<file path="config.mk">
export PLATFORM = sky130hd
export DESIGN_NAME = smaf_filter
export DESIGN_NICKNAME = d
export VERILOG_FILES = /design/src/logic/smaf_pkg.sv /design/src/logic/smaf_match.sv /design/src/logic/smaf_irq.sv /design/src/logic/smaf_filter.sv
export SDC_FILE = /design/constraint.sdc
export NUM_CORES = 1
export LEC_CHECK = 0
export CAP_MARGIN = 20
export CORE_MARGIN = 2
export CORE_UTILIZATION = 33
export DETAILED_ROUTE_END_ITERATION = 10
export DONT_BUFFER_PORTS = 1
export MAX_ROUTING_LAYER = met4
export PLACE_DENSITY = 0.57
export SETUP_SLACK_MARGIN = 0.4
export SLEW_MARGIN = 5
export SYNTH_ARGS = -nofsm -noshare
export SYNTH_HDL_FRONTEND = slang
export SYNTH_SLANG_ARGS = --single-unit
</file>
<file path="constraint.sdc">
create_clock -name clock -period 3.3 [get_ports clock]
set_input_delay 0.33 -clock clock [delete_from_list [all_inputs] [get_ports clock]]
set_output_delay 0.33 -clock clock [all_outputs]
set_load 0.01 [all_outputs]
</file>
<file path="src/logic/smaf_pkg.sv">
// package for the multiprocessor address filter: register map, field layout, reset values
// assumes one 50 MHz clock domain and a plain strobed register port
package smaf_pkg;
  // register offsets
  localparam logic [7:0] SMAF_OFS_SLAVE_ADDRESS = 8'hA9;
  localparam logic [7:0] SMAF_OFS_SLAVE_MASK    = 8'hB9;
  localparam logic [7:0] SMAF_OFS_CONTROL       = 8'hC0;
  localparam logic [7:0] SMAF_OFS_STATUS        = 8'hC1;
  localparam logic [7:0] SMAF_OFS_IRQ_STATUS    = 8'hC2;
  localparam logic [7:0] SMAF_OFS_IRQ_CLEAR     = 8'hC3;
  localparam logic [7:0] SMAF_OFS_IRQ_ENABLE    = 8'hC4;
  localparam logic [7:0] SMAF_OFS_SERIAL_BUFFER = 8'h00;
  // control field positions
  localparam int SMAF_CTL_MP_EN   = 0;
  localparam int SMAF_CTL_MODE_LO = 1;
  localparam int SMAF_CTL_MODE_HI = 2;
  // status field positions
  localparam int SMAF_STS_DONE  = 0;
  localparam int SMAF_STS_NINTH = 1;
  // interrupt event positions
  localparam int SMAF_EV_ACCEPT  = 0;
  localparam int SMAF_EV_DISCARD = 1;
  localparam int SMAF_EV_NUM     = 2;
  // reset values
  localparam logic [7:0] SMAF_RST_SLAVE_ADDRESS = 8'h00;
  localparam logic [7:0] SMAF_RST_SLAVE_MASK    = 8'h00;
  localparam logic [7:0] SMAF_RST_CONTROL       = 8'h00;
  localparam logic [7:0] SMAF_RST_ZERO          = 8'h00;
  // serial port modes
  typedef enum logic [1:0] {
    SMAF_MODE_SYNC  = 2'h0,
    SMAF_MODE_TEN   = 2'h1,
    SMAF_MODE_ELEVA = 2'h2,
    SMAF_MODE_ELEVB = 2'h3
  } smaf_mode_type;
  // frame handed over by the receiver
  typedef struct packed {
    logic       done;
    logic [7:0] data;
    logic       ninth;
  } smaf_frame_type;
  // register port request
  typedef struct packed {
    logic       wr;
    logic       rd;
    logic [7:0] addr;
    logic [7:0] wdata;
  } smaf_bus_type;
endpackage : smaf_pkg

</file>
<file path="src/logic/smaf_match.sv">
// masked byte comparator for given and broadcast addresses
// assumes purely combinational use inside the filter
`timescale 1ns/10ps
module smaf_match
  import smaf_pkg::*;
(
  input  wire logic [7:0] byte_in,
  input  wire logic [7:0] pattern,
  input  wire logic [7:0] care,
  output logic            hit
);
  // bits whose care bit is zero never block a match
  assign hit = ((byte_in ^ pattern) & care) == 8'h00;
endmodule : smaf_match

</file>
<file path="src/logic/smaf_irq.sv">
// sticky event bits, write-one clear, enable gate, level interrupt
// assumes events are single-cycle pulses from the filter
`timescale 1ns/10ps
module smaf_irq
  import smaf_pkg::*;
(
  input  wire logic                   clock,
  input  wire logic                   nrst,
  input  wire logic [SMAF_EV_NUM-1:0] event_in,
  input  wire logic [SMAF_EV_NUM-1:0] clear_in,
  input  wire logic                   enable_wr,
  input  wire logic [SMAF_EV_NUM-1:0] enable_in,
  output logic      [SMAF_EV_NUM-1:0] status_ff,
  output logic      [SMAF_EV_NUM-1:0] enable_ff,
  output logic                        irq_ff
);
  logic [SMAF_EV_NUM-1:0] nxt_status;
  logic [SMAF_EV_NUM-1:0] nxt_enable;
  logic                   nxt_irq;

  // set wins over a clear in the same cycle so no event is lost
  always_comb begin
    nxt_status = (status_ff & ~clear_in) | event_in;
    nxt_enable = enable_wr ? enable_in : enable_ff;
    nxt_irq    = |(nxt_status & nxt_enable);
  end

  // registered so the interrupt output comes straight from a flip-flop
  always_ff @(posedge clock or negedge nrst) begin
    if (!nrst) begin
      status_ff <= '0;
      enable_ff <= '0;
      irq_ff    <= 1'b0;
    end else begin
      status_ff <= nxt_status;
      enable_ff <= nxt_enable;
      irq_ff    <= nxt_irq;
    end
  end
endmodule : smaf_irq

</file>
<file path="src/logic/smaf_filter.sv">
// multiprocessor address filter sitting behind the serial receiver
// assumes the receiver presents a completed frame as a one-cycle strobe with byte and ninth bit
//
// Implementation choice: the plain strobed port.
`timescale 1ns/10ps
// Behaviour
// - ninth bit marks address in 11-bit modes
// - enable set, mode not synchronous: accept only given/broadcast matches
// - enable set, mode not synchronous: ninth low frames never flag
// - enable clear: every complete frame flags
// - 10-bit mode: stop bit acts as ninth
// - software-writable 8-bit slave address
// - mask zero bit is don't-care in given
// - broadcast is address OR mask, zeros ignored
// - address at A9h, mask at B9h
// - both registers reset to 00h
// - accepted frame stores its ninth bit
// - load and flag only while flag clear
module smaf_filter
  import smaf_pkg::*;
(
  input  wire logic           clock,
  input  wire logic           nrst,
  input  wire smaf_bus_type   bus,
  output logic         [7:0]  rdata_ff,
  input  wire smaf_frame_type frame,
  output logic         [7:0]  serial_buffer_ff,
  output logic                receive_done_flag_ff,
  output logic                received_ninth_bit_ff,
  output logic                irq_ff
);
  logic [7:0]              slave_address_ff;
  logic [7:0]              slave_address_mask_ff;
  logic [7:0]              control_ff;
  logic [7:0]              nxt_slave_address;
  logic [7:0]              nxt_slave_address_mask;
  logic [7:0]              nxt_control;
  logic [7:0]              nxt_serial_buffer;
  logic                    nxt_done;
  logic                    nxt_ninth;
  logic [7:0]              nxt_rdata;
  logic                    given_hit;
  logic                    bcast_hit;
  logic [7:0]              bcast_pattern;
  logic                    multiproc_enable_bit;
  smaf_mode_type           mode;
  logic                    addr_marker;
  logic                    qualified;
  logic                    accept;
  logic                    discard;
  logic                    done_clear;
  logic [SMAF_EV_NUM-1:0]  ev;
  logic [SMAF_EV_NUM-1:0]  ev_clear;
  logic [SMAF_EV_NUM-1:0]  irq_status;
  logic [SMAF_EV_NUM-1:0]  irq_enable;
  logic                    wr_ctl;
  logic                    wr_clr;
  logic                    wr_en;

  assign multiproc_enable_bit = control_ff[SMAF_CTL_MP_EN];
  assign mode = smaf_mode_type'(control_ff[SMAF_CTL_MODE_HI:SMAF_CTL_MODE_LO]);
  assign bcast_pattern = slave_address_ff | slave_address_mask_ff;

  // given address: only masked-in bits are compared
  smaf_match u_given (
    .byte_in (frame.data),
    .pattern (slave_address_ff),
    .care    (slave_address_mask_ff),
    .hit     (given_hit)
  );

  // broadcast: zero bits of the OR are don't-care, so the OR is its own care mask
  smaf_match u_bcast (
    .byte_in (frame.data),
    .pattern (bcast_pattern),
    .care    (bcast_pattern),
    .hit     (bcast_hit)
  );

  // accept decision, taken in the frame-complete cycle itself
  always_comb begin
    // in 10-bit mode the receiver puts the stop bit in the ninth position
    addr_marker = frame.ninth;
    qualified   = 1'b1;
    if (multiproc_enable_bit && mode != SMAF_MODE_SYNC) begin
      // ninth low means data, which never wakes a waiting slave
      qualified = addr_marker && (given_hit || bcast_hit);
    end
    // enable clear lets every frame through
    accept  = frame.done && qualified && !receive_done_flag_ff;
    discard = frame.done && !accept;
  end

  // register port decode
  always_comb begin
    wr_ctl = bus.wr && bus.addr == SMAF_OFS_CONTROL;
    wr_clr = bus.wr && bus.addr == SMAF_OFS_IRQ_CLEAR;
    wr_en  = bus.wr && bus.addr == SMAF_OFS_IRQ_ENABLE;
    // writing a 1 to the done bit in status clears the flag
    done_clear = bus.wr && bus.addr == SMAF_OFS_STATUS && bus.wdata[SMAF_STS_DONE];
    ev = '0;
    ev[SMAF_EV_ACCEPT]  = accept;
    ev[SMAF_EV_DISCARD] = discard;
    ev_clear = wr_clr ? bus.wdata[SMAF_EV_NUM-1:0] : '0;
  end

  // next values for the address registers, control and receive state
  always_comb begin
    nxt_slave_address      = slave_address_ff;
    nxt_slave_address_mask = slave_address_mask_ff;
    nxt_control            = control_ff;
    nxt_serial_buffer      = serial_buffer_ff;
    nxt_ninth              = received_ninth_bit_ff;
    nxt_done               = receive_done_flag_ff;
    if (bus.wr && bus.addr == SMAF_OFS_SLAVE_ADDRESS) begin
      nxt_slave_address = bus.wdata;
    end
    if (bus.wr && bus.addr == SMAF_OFS_SLAVE_MASK) begin
      nxt_slave_address_mask = bus.wdata;
    end
    if (wr_ctl) begin
      nxt_control = bus.wdata & 8'h07;
    end
    if (done_clear) begin
      nxt_done = 1'b0;
    end
    // a frame that lands in the clear cycle of a set flag is discarded, since accept needs the flag already clear
    if (accept) begin
      nxt_serial_buffer = frame.data;
      nxt_ninth         = frame.ninth;
      nxt_done          = 1'b1;
    end
  end

  // read mux; unmapped offsets read as zero
  always_comb begin
    nxt_rdata = 8'h00;
    if (bus.rd) begin
      unique case (bus.addr)
        SMAF_OFS_SLAVE_ADDRESS: nxt_rdata = slave_address_ff;
        SMAF_OFS_SLAVE_MASK:    nxt_rdata = slave_address_mask_ff;
        SMAF_OFS_CONTROL:       nxt_rdata = control_ff;
        SMAF_OFS_STATUS:        nxt_rdata = {6'h00, received_ninth_bit_ff, receive_done_flag_ff};
        SMAF_OFS_IRQ_STATUS:    nxt_rdata = {6'h00, irq_status};
        SMAF_OFS_IRQ_ENABLE:    nxt_rdata = {6'h00, irq_enable};
        SMAF_OFS_SERIAL_BUFFER: nxt_rdata = serial_buffer_ff;
        default:                nxt_rdata = 8'h00;
      endcase
    end
  end

  // state registers
  always_ff @(posedge clock or negedge nrst) begin
    if (!nrst) begin
      slave_address_ff      <= SMAF_RST_SLAVE_ADDRESS;
      slave_address_mask_ff <= SMAF_RST_SLAVE_MASK;
      control_ff            <= SMAF_RST_CONTROL;
      serial_buffer_ff      <= SMAF_RST_ZERO;
      received_ninth_bit_ff <= 1'b0;
      receive_done_flag_ff  <= 1'b0;
      rdata_ff              <= SMAF_RST_ZERO;
    end else begin
      slave_address_ff      <= nxt_slave_address;
      slave_address_mask_ff <= nxt_slave_address_mask;
      control_ff            <= nxt_control;
      serial_buffer_ff      <= nxt_serial_buffer;
      received_ninth_bit_ff <= nxt_ninth;
      receive_done_flag_ff  <= nxt_done;
      rdata_ff              <= nxt_rdata;
    end
  end

  // accept and discard events feed the interrupt
  smaf_irq u_irq (
    .clock     (clock),
    .nrst      (nrst),
    .event_in  (ev),
    .clear_in  (ev_clear),
    .enable_wr (wr_en),
    .enable_in (bus.wdata[SMAF_EV_NUM-1:0]),
    .status_ff (irq_status),
    .enable_ff (irq_enable),
    .irq_ff    (irq_ff)
  );

  // a filtered data frame never raises the flag
  property p_data_blocked;
    @(posedge clock) disable iff (!nrst)
      (frame.done && multiproc_enable_bit && mode != SMAF_MODE_SYNC && !frame.ninth && !receive_done_flag_ff
       && !done_clear) |=> !receive_done_flag_ff;
  endproperty
  a_data_blocked: assert property (p_data_blocked) else $error("data frame raised flag in multiproc mode");

  // with filtering off every complete frame raises the flag
  property p_open_accept;
    @(posedge clock) disable iff (!nrst)
      (frame.done && !multiproc_enable_bit && !receive_done_flag_ff) |=> receive_done_flag_ff;
  endproperty
  a_open_accept: assert property (p_open_accept) else $error("frame lost with filter off");

  // matched address frame is accepted and stored
  property p_match_accept;
    @(posedge clock) disable iff (!nrst)
      (frame.done && frame.ninth && (given_hit || bcast_hit) && !receive_done_flag_ff)
      |=> (receive_done_flag_ff && serial_buffer_ff == $past(frame.data));
  endproperty
  a_match_accept: assert property (p_match_accept) else $error("matched address not accepted");

  // a busy flag blocks the buffer load
  property p_busy_hold;
    @(posedge clock) disable iff (!nrst)
      (frame.done && receive_done_flag_ff) |=> $stable(serial_buffer_ff);
  endproperty
  a_busy_hold: assert property (p_busy_hold) else $error("buffer overwritten while flag set");

  // stored ninth bit follows the accepted frame
  property p_ninth_store;
    @(posedge clock) disable iff (!nrst)
      accept |=> received_ninth_bit_ff == $past(frame.ninth);
  endproperty
  a_ninth_store: assert property (p_ninth_store) else $error("ninth bit not stored");

  // given address comparison honours the mask
  property p_given_mask;
    @(posedge clock) disable iff (!nrst)
      given_hit == ((frame.data & slave_address_mask_ff) == (slave_address_ff & slave_address_mask_ff));
  endproperty
  a_given_mask: assert property (p_given_mask) else $error("given compare wrong");

  // broadcast pattern ones must all be present in the byte
  property p_bcast;
    @(posedge clock) disable iff (!nrst)
      bcast_hit == ((frame.data & bcast_pattern) == bcast_pattern);
  endproperty
  a_bcast: assert property (p_bcast) else $error("broadcast compare wrong");

  // address write lands in the next cycle
  property p_addr_write;
    @(posedge clock) disable iff (!nrst)
      (bus.wr && bus.addr == SMAF_OFS_SLAVE_ADDRESS) |=> slave_address_ff == $past(bus.wdata);
  endproperty
  a_addr_write: assert property (p_addr_write) else $error("slave address write lost");

  // after reset both address registers match everything
  property p_reset_open;
    @(posedge clock) disable iff (!nrst)
      $rose(nrst) |-> (slave_address_ff == 8'h00 && slave_address_mask_ff == 8'h00);
  endproperty
  a_reset_open: assert property (p_reset_open) else $error("address registers not cleared");

  // cleared address and mask leave no selectivity at all
  property p_open_match;
    @(posedge clock) disable iff (!nrst)
      (slave_address_ff == 8'h00 && slave_address_mask_ff == 8'h00) |-> (given_hit && bcast_hit);
  endproperty
  a_open_match: assert property (p_open_match) else $error("cleared registers do not match all");

  // an address that hits neither comparison is dropped while filtering
  property p_nomatch_block;
    @(posedge clock) disable iff (!nrst)
      (frame.done && multiproc_enable_bit && mode != SMAF_MODE_SYNC && !given_hit && !bcast_hit
       && !receive_done_flag_ff) |=> !receive_done_flag_ff;
  endproperty
  a_nomatch_block: assert property (p_nomatch_block) else $error("unmatched address raised flag");

  // 10-bit mode: a set stop bit with a match is accepted and stored
  property p_stop_accept;
    @(posedge clock) disable iff (!nrst)
      (frame.done && multiproc_enable_bit && mode == SMAF_MODE_TEN && frame.ninth && given_hit
       && !receive_done_flag_ff) |=> (receive_done_flag_ff && received_ninth_bit_ff);
  endproperty
  a_stop_accept: assert property (p_stop_accept) else $error("valid stop bit frame not accepted");

  // the synchronous mode has no ninth bit, so nothing is filtered there
  property p_sync_open;
    @(posedge clock) disable iff (!nrst)
      (frame.done && mode == SMAF_MODE_SYNC && !receive_done_flag_ff) |=> receive_done_flag_ff;
  endproperty
  a_sync_open: assert property (p_sync_open) else $error("synchronous frame filtered");

  // the flag rises only through an accepted frame
  property p_flag_source;
    @(posedge clock) disable iff (!nrst)
      (!receive_done_flag_ff && !accept) |=> !receive_done_flag_ff;
  endproperty
  a_flag_source: assert property (p_flag_source) else $error("flag rose without accept");

  // a raised flag waits for software
  property p_flag_stays;
    @(posedge clock) disable iff (!nrst)
      (receive_done_flag_ff && !done_clear) |=> receive_done_flag_ff;
  endproperty
  a_flag_stays: assert property (p_flag_stays) else $error("flag dropped without clear");

  // a status write with bit 0 set drops the flag
  property p_flag_clear;
    @(posedge clock) disable iff (!nrst)
      (receive_done_flag_ff && done_clear) |=> !receive_done_flag_ff;
  endproperty
  a_flag_clear: assert property (p_flag_clear) else $error("flag clear ignored");

  // the buffer changes only on an accepted frame
  property p_buffer_source;
    @(posedge clock) disable iff (!nrst)
      !accept |=> $stable(serial_buffer_ff);
  endproperty
  a_buffer_source: assert property (p_buffer_source) else $error("buffer changed without accept");

  // the stored ninth bit changes only on an accepted frame
  property p_ninth_source;
    @(posedge clock) disable iff (!nrst)
      !accept |=> $stable(received_ninth_bit_ff);
  endproperty
  a_ninth_source: assert property (p_ninth_source) else $error("ninth bit changed without accept");

  // mask write lands in the next cycle
  property p_mask_write;
    @(posedge clock) disable iff (!nrst)
      (bus.wr && bus.addr == SMAF_OFS_SLAVE_MASK) |=> slave_address_mask_ff == $past(bus.wdata);
  endproperty
  a_mask_write: assert property (p_mask_write) else $error("mask write lost");

  // slave address reads back one cycle after the strobe
  property p_addr_read;
    @(posedge clock) disable iff (!nrst)
      (bus.rd && bus.addr == SMAF_OFS_SLAVE_ADDRESS) |=> rdata_ff == $past(slave_address_ff);
  endproperty
  a_addr_read: assert property (p_addr_read) else $error("slave address read wrong");

  // read data stand for one cycle only, so stale values never reach software
  property p_rdata_idle;
    @(posedge clock) disable iff (!nrst)
      !bus.rd |=> rdata_ff == 8'h00;
  endproperty
  a_rdata_idle: assert property (p_rdata_idle) else $error("read data not zero when idle");

  // every accepted frame leaves its sticky event
  property p_accept_event;
    @(posedge clock) disable iff (!nrst)
      accept |=> irq_status[SMAF_EV_ACCEPT];
  endproperty
  a_accept_event: assert property (p_accept_event) else $error("accept event lost");

  // every dropped frame leaves its sticky event, even against a clear
  property p_discard_event;
    @(posedge clock) disable iff (!nrst)
      discard |=> irq_status[SMAF_EV_DISCARD];
  endproperty
  a_discard_event: assert property (p_discard_event) else $error("discard event lost");

  // the interrupt is high exactly while an enabled event is pending
  property p_irq_level;
    @(posedge clock) disable iff (!nrst)
      irq_ff == |(irq_status & irq_enable);
  endproperty
  a_irq_level: assert property (p_irq_level) else $error("interrupt level wrong");
endmodule : smaf_filter

</file>
==> impl_metrics.yaml <==
sta:
  period_minus_slack_ps: 2120
  setup_tns_ps: 0
  rsz0062_at_grt: "no"
  max_freq_mhz: 471
  finalMaxSlewViolations: 0
  finalHoldViolCount: 0
  finalCritPeriodShare_pct: 64.3
  setup_ws_ps: 1180
  worstMarginPinSlew_ps: 823
  setup_violations: 0
  fin_hold_ws_ps: 149
  skew_ps: 9.67
  slew_headroom_pct: 45.0
worst_setup_path:
  start_kind: "flip-flop"
  cp.required_ps: 3480
  arrival_ps: 2300
  critical_path_class: "flip-flop to flip-flop"
  slowest_stage: "a221o_1"
  crit_chain: "nor2_1 -> o22ai_1 -> o31a_1 -> a221o_1 -> mux2_4"
  cp_max_fo: 12
  cp-end-kind: "flip-flop"
  max_stage_delay_ps: 630
synthesis:
  yosysMostFrequentCell: "dfrtp_1"
  synth_top_area_cell: "dfrtp_1"
  ys_seq_area_share_pct: 49.6
  ys_seq_elements: 42
  synth_top_area_share_pct: 49.6
  syn_nets: 200
  synthFlopType: "dfrtp_1"
  synth_cells: 170
  async_flop_share_pct: 100
  synth-xor-area-share_pct: 3.72
  synthTopCellsByArea: "dfrtp_1 50%, mux2_2 16%, mux2_4 5.7%"
  synthSimpleGateAreaFrac_pct: 10.3
  yosys-top-cells-count: "42 x dfrtp_1, 31 x mux2_2, 13 x a22oi_1"
  synth_top_family_by_area: "multiplexers"
  synth_edf_count: 0
  synth_warnings: 0
  avgSynthCellArea_um2: 12.5
  muxShareOfSynthArea_pct: 22.6
  synth_fa_ha_area_share_pct: 0
  netlist_area_um2: 2120
  synthDistinctLibCells: 41
  synth-compound-area-share_pct: 11.8
global_route:
  grt_pass1_vias: 1467
  grt_first_pass_wirelength_um: 8180
  grt_max_degree: 43
  grt_use_total_pct: 15.6
  grt_overflow_total: 0
  antenna_found_initial: 0
finish:
  drive_gt1_share_pct: 33.1
  num_antenna_cells: 0
  nets: 205
  final_util_pct: 37.3
  areaGrowthSynthToFinish_pct: 10.6
die:
  start_util_pct: 33.7
  dieArea_um2: 7070
  fp.dieW_um: 84.1
  num_rows: 29
  die_h_um: 84.1
  coreArea_um2: 6280
  ioPinCount: 49
drt:
  drt_drc_violations_left: 0
  ant_nets: 0
  routed_wl_um: 5030
  vias_per_cell: 5.62
  vias: 1417
  wl_per_cell_um: 20.0
  dr.pass1.iters: 5
  drt_iter0_markers: 105
run:
  cap_violations: 0
clock_tree:
  cts_buffer_depth: 2
  root_buffer: "clkbuf_8"
  insertion_delay_ps: 300
  cts_inserted_buffers: 5
  post-cts-setup-buffers: 0
  cts_resized: 0
  cts_hold_buf: 2
  cts_sinks: 42
  cts_tree: "done"
  clkTransAtPathRegs_ps: 80
  h-tree-depth: 2
pwr:
  p_sw_mw: 0.311
  ir_drop_v: 0.000268
  power.total_mw: 1.22
  power.density_nw_per_um2: 520
  pwr-share-clk_pct: 34.6
  netSwitchingFraction_pct: 25.5
  power.internal_mw: 0.906
  pwr-share-seq_pct: 54.3
  leakage_nw: 1.03
  power_frac_comb_pct: 11.2
placed_design:
  gp_congestion: 0.751
  pre_cts_ws_ps: 1060
  dp_hpwl_um: 3570
  port_buffers: 0
status:
  outcome: "completed"
hold_path:
  hold_path.class: "input pin to flip-flop"
[power groups by stage]
stage          Sequential (mW)  Clock (mW)  Combinational [mW]
6_report                 0.661       0.421               0.136
2_1_floorplan            0.647           0               0.115
3_5_place_dp             0.673           0               0.122
5_1_grt                  0.672       0.455               0.150
3_3_place_gp             0.672           0               0.120
4_1_cts                  0.662       0.431               0.137
[layout make-up]
type | count | area, µm²
well taps | 77 | 96.3
clock buffers | 6 | 82.6
multi-input cells | 120 | 1030
flip-flops and latches | 42 | 1050
fillers | 631 | 3940
repair buffers | 3 | 37.5
clock inverters | 1 | 30.0
inverters | 3 | 11.3
[layout by cell type, fill, tap and decap left out, types with 3 or more instances in the layout]
cell type / n
a22oi_1: 13
o22ai_1: 3
dfrtp_1: 42
mux2_2: 31
nor2_1: 12
clkbuf_8: 6
nand2_1: 7
inv_1: 3
mux2_4: 8
xor2_1: 8
o21bai_1: 3
[layer usage]
metal  vias up  global-route usage (%)  wire, µm
li1        633                       -         -
met1       730                    21.1      2180
met2        47                    22.5      2380
met3         7                    4.65       420
met4         0                    4.69        53
met5         -                       -         0
[per-stage QoR]
stage | cell area (µm²) | instances
6_report | 2340 | 252
5_1_grt | 2340 | 252
4_1_cts | 2340 | 252
3_5_place_dp | 2200 | 243
3_3_place_gp | 2200 | 243
2_1_floorplan | 2120 | 170
[sequential cells by signal, indices dropped and copies added (netlist names), 2 cells and up]
| signal | cells |
|---|---|
| u_irq.enable_ff | 2 |
| rdata_ff | 8 |
| u_irq.status_ff | 2 |
| slave_address_mask_ff | 8 |
| serial_buffer_ff | 8 |
| slave_address_ff | 8 |
| control_ff | 3 |
[path summary, 6_finish.rpt]
kind | from | endpoint | slack (ps) | cells after the start
setup / recovery | slave_address_ff[2] | serial_buffer_ff[3] | 1180 | 5
hold / removal | frame[9] | u_irq.status_ff[1] | 150 | 2
setup reg to reg | slave_address_ff[2] | serial_buffer_ff[3] | 1180 | 5
hold reg to reg | u_irq.enable_ff[1] | u_irq.enable_ff[1] | 540 | 2
max in group asynchronous | nrst | rdata_ff[5] | 2580 | 2
min in group asynchronous | nrst | slave_address_mask_ff[5] | 500 | 2
[worst max-delay path, delay by kind of cell, from the launching register on]
family	cells	cell delay, ps
simple gates	1	120
mux	1	400
flops	1	430
compound gates	3	1050
[cells by family (layout without fill, tap and decap cells)]
| family | count (synthesis) | after routing |
|---|---|---|
| and+or+nand+nor | 38 | 38 |
| xor gates and xnor gates | 9 | 9 |
| DFF | 42 | 42 |
| AOI/OAI and AO/OA | 33 | 33 |
| muxes | 40 | 40 |
| buffers and inverters | 8 | 13 |
Note: power is estimated with default switching activity, not from simulation.
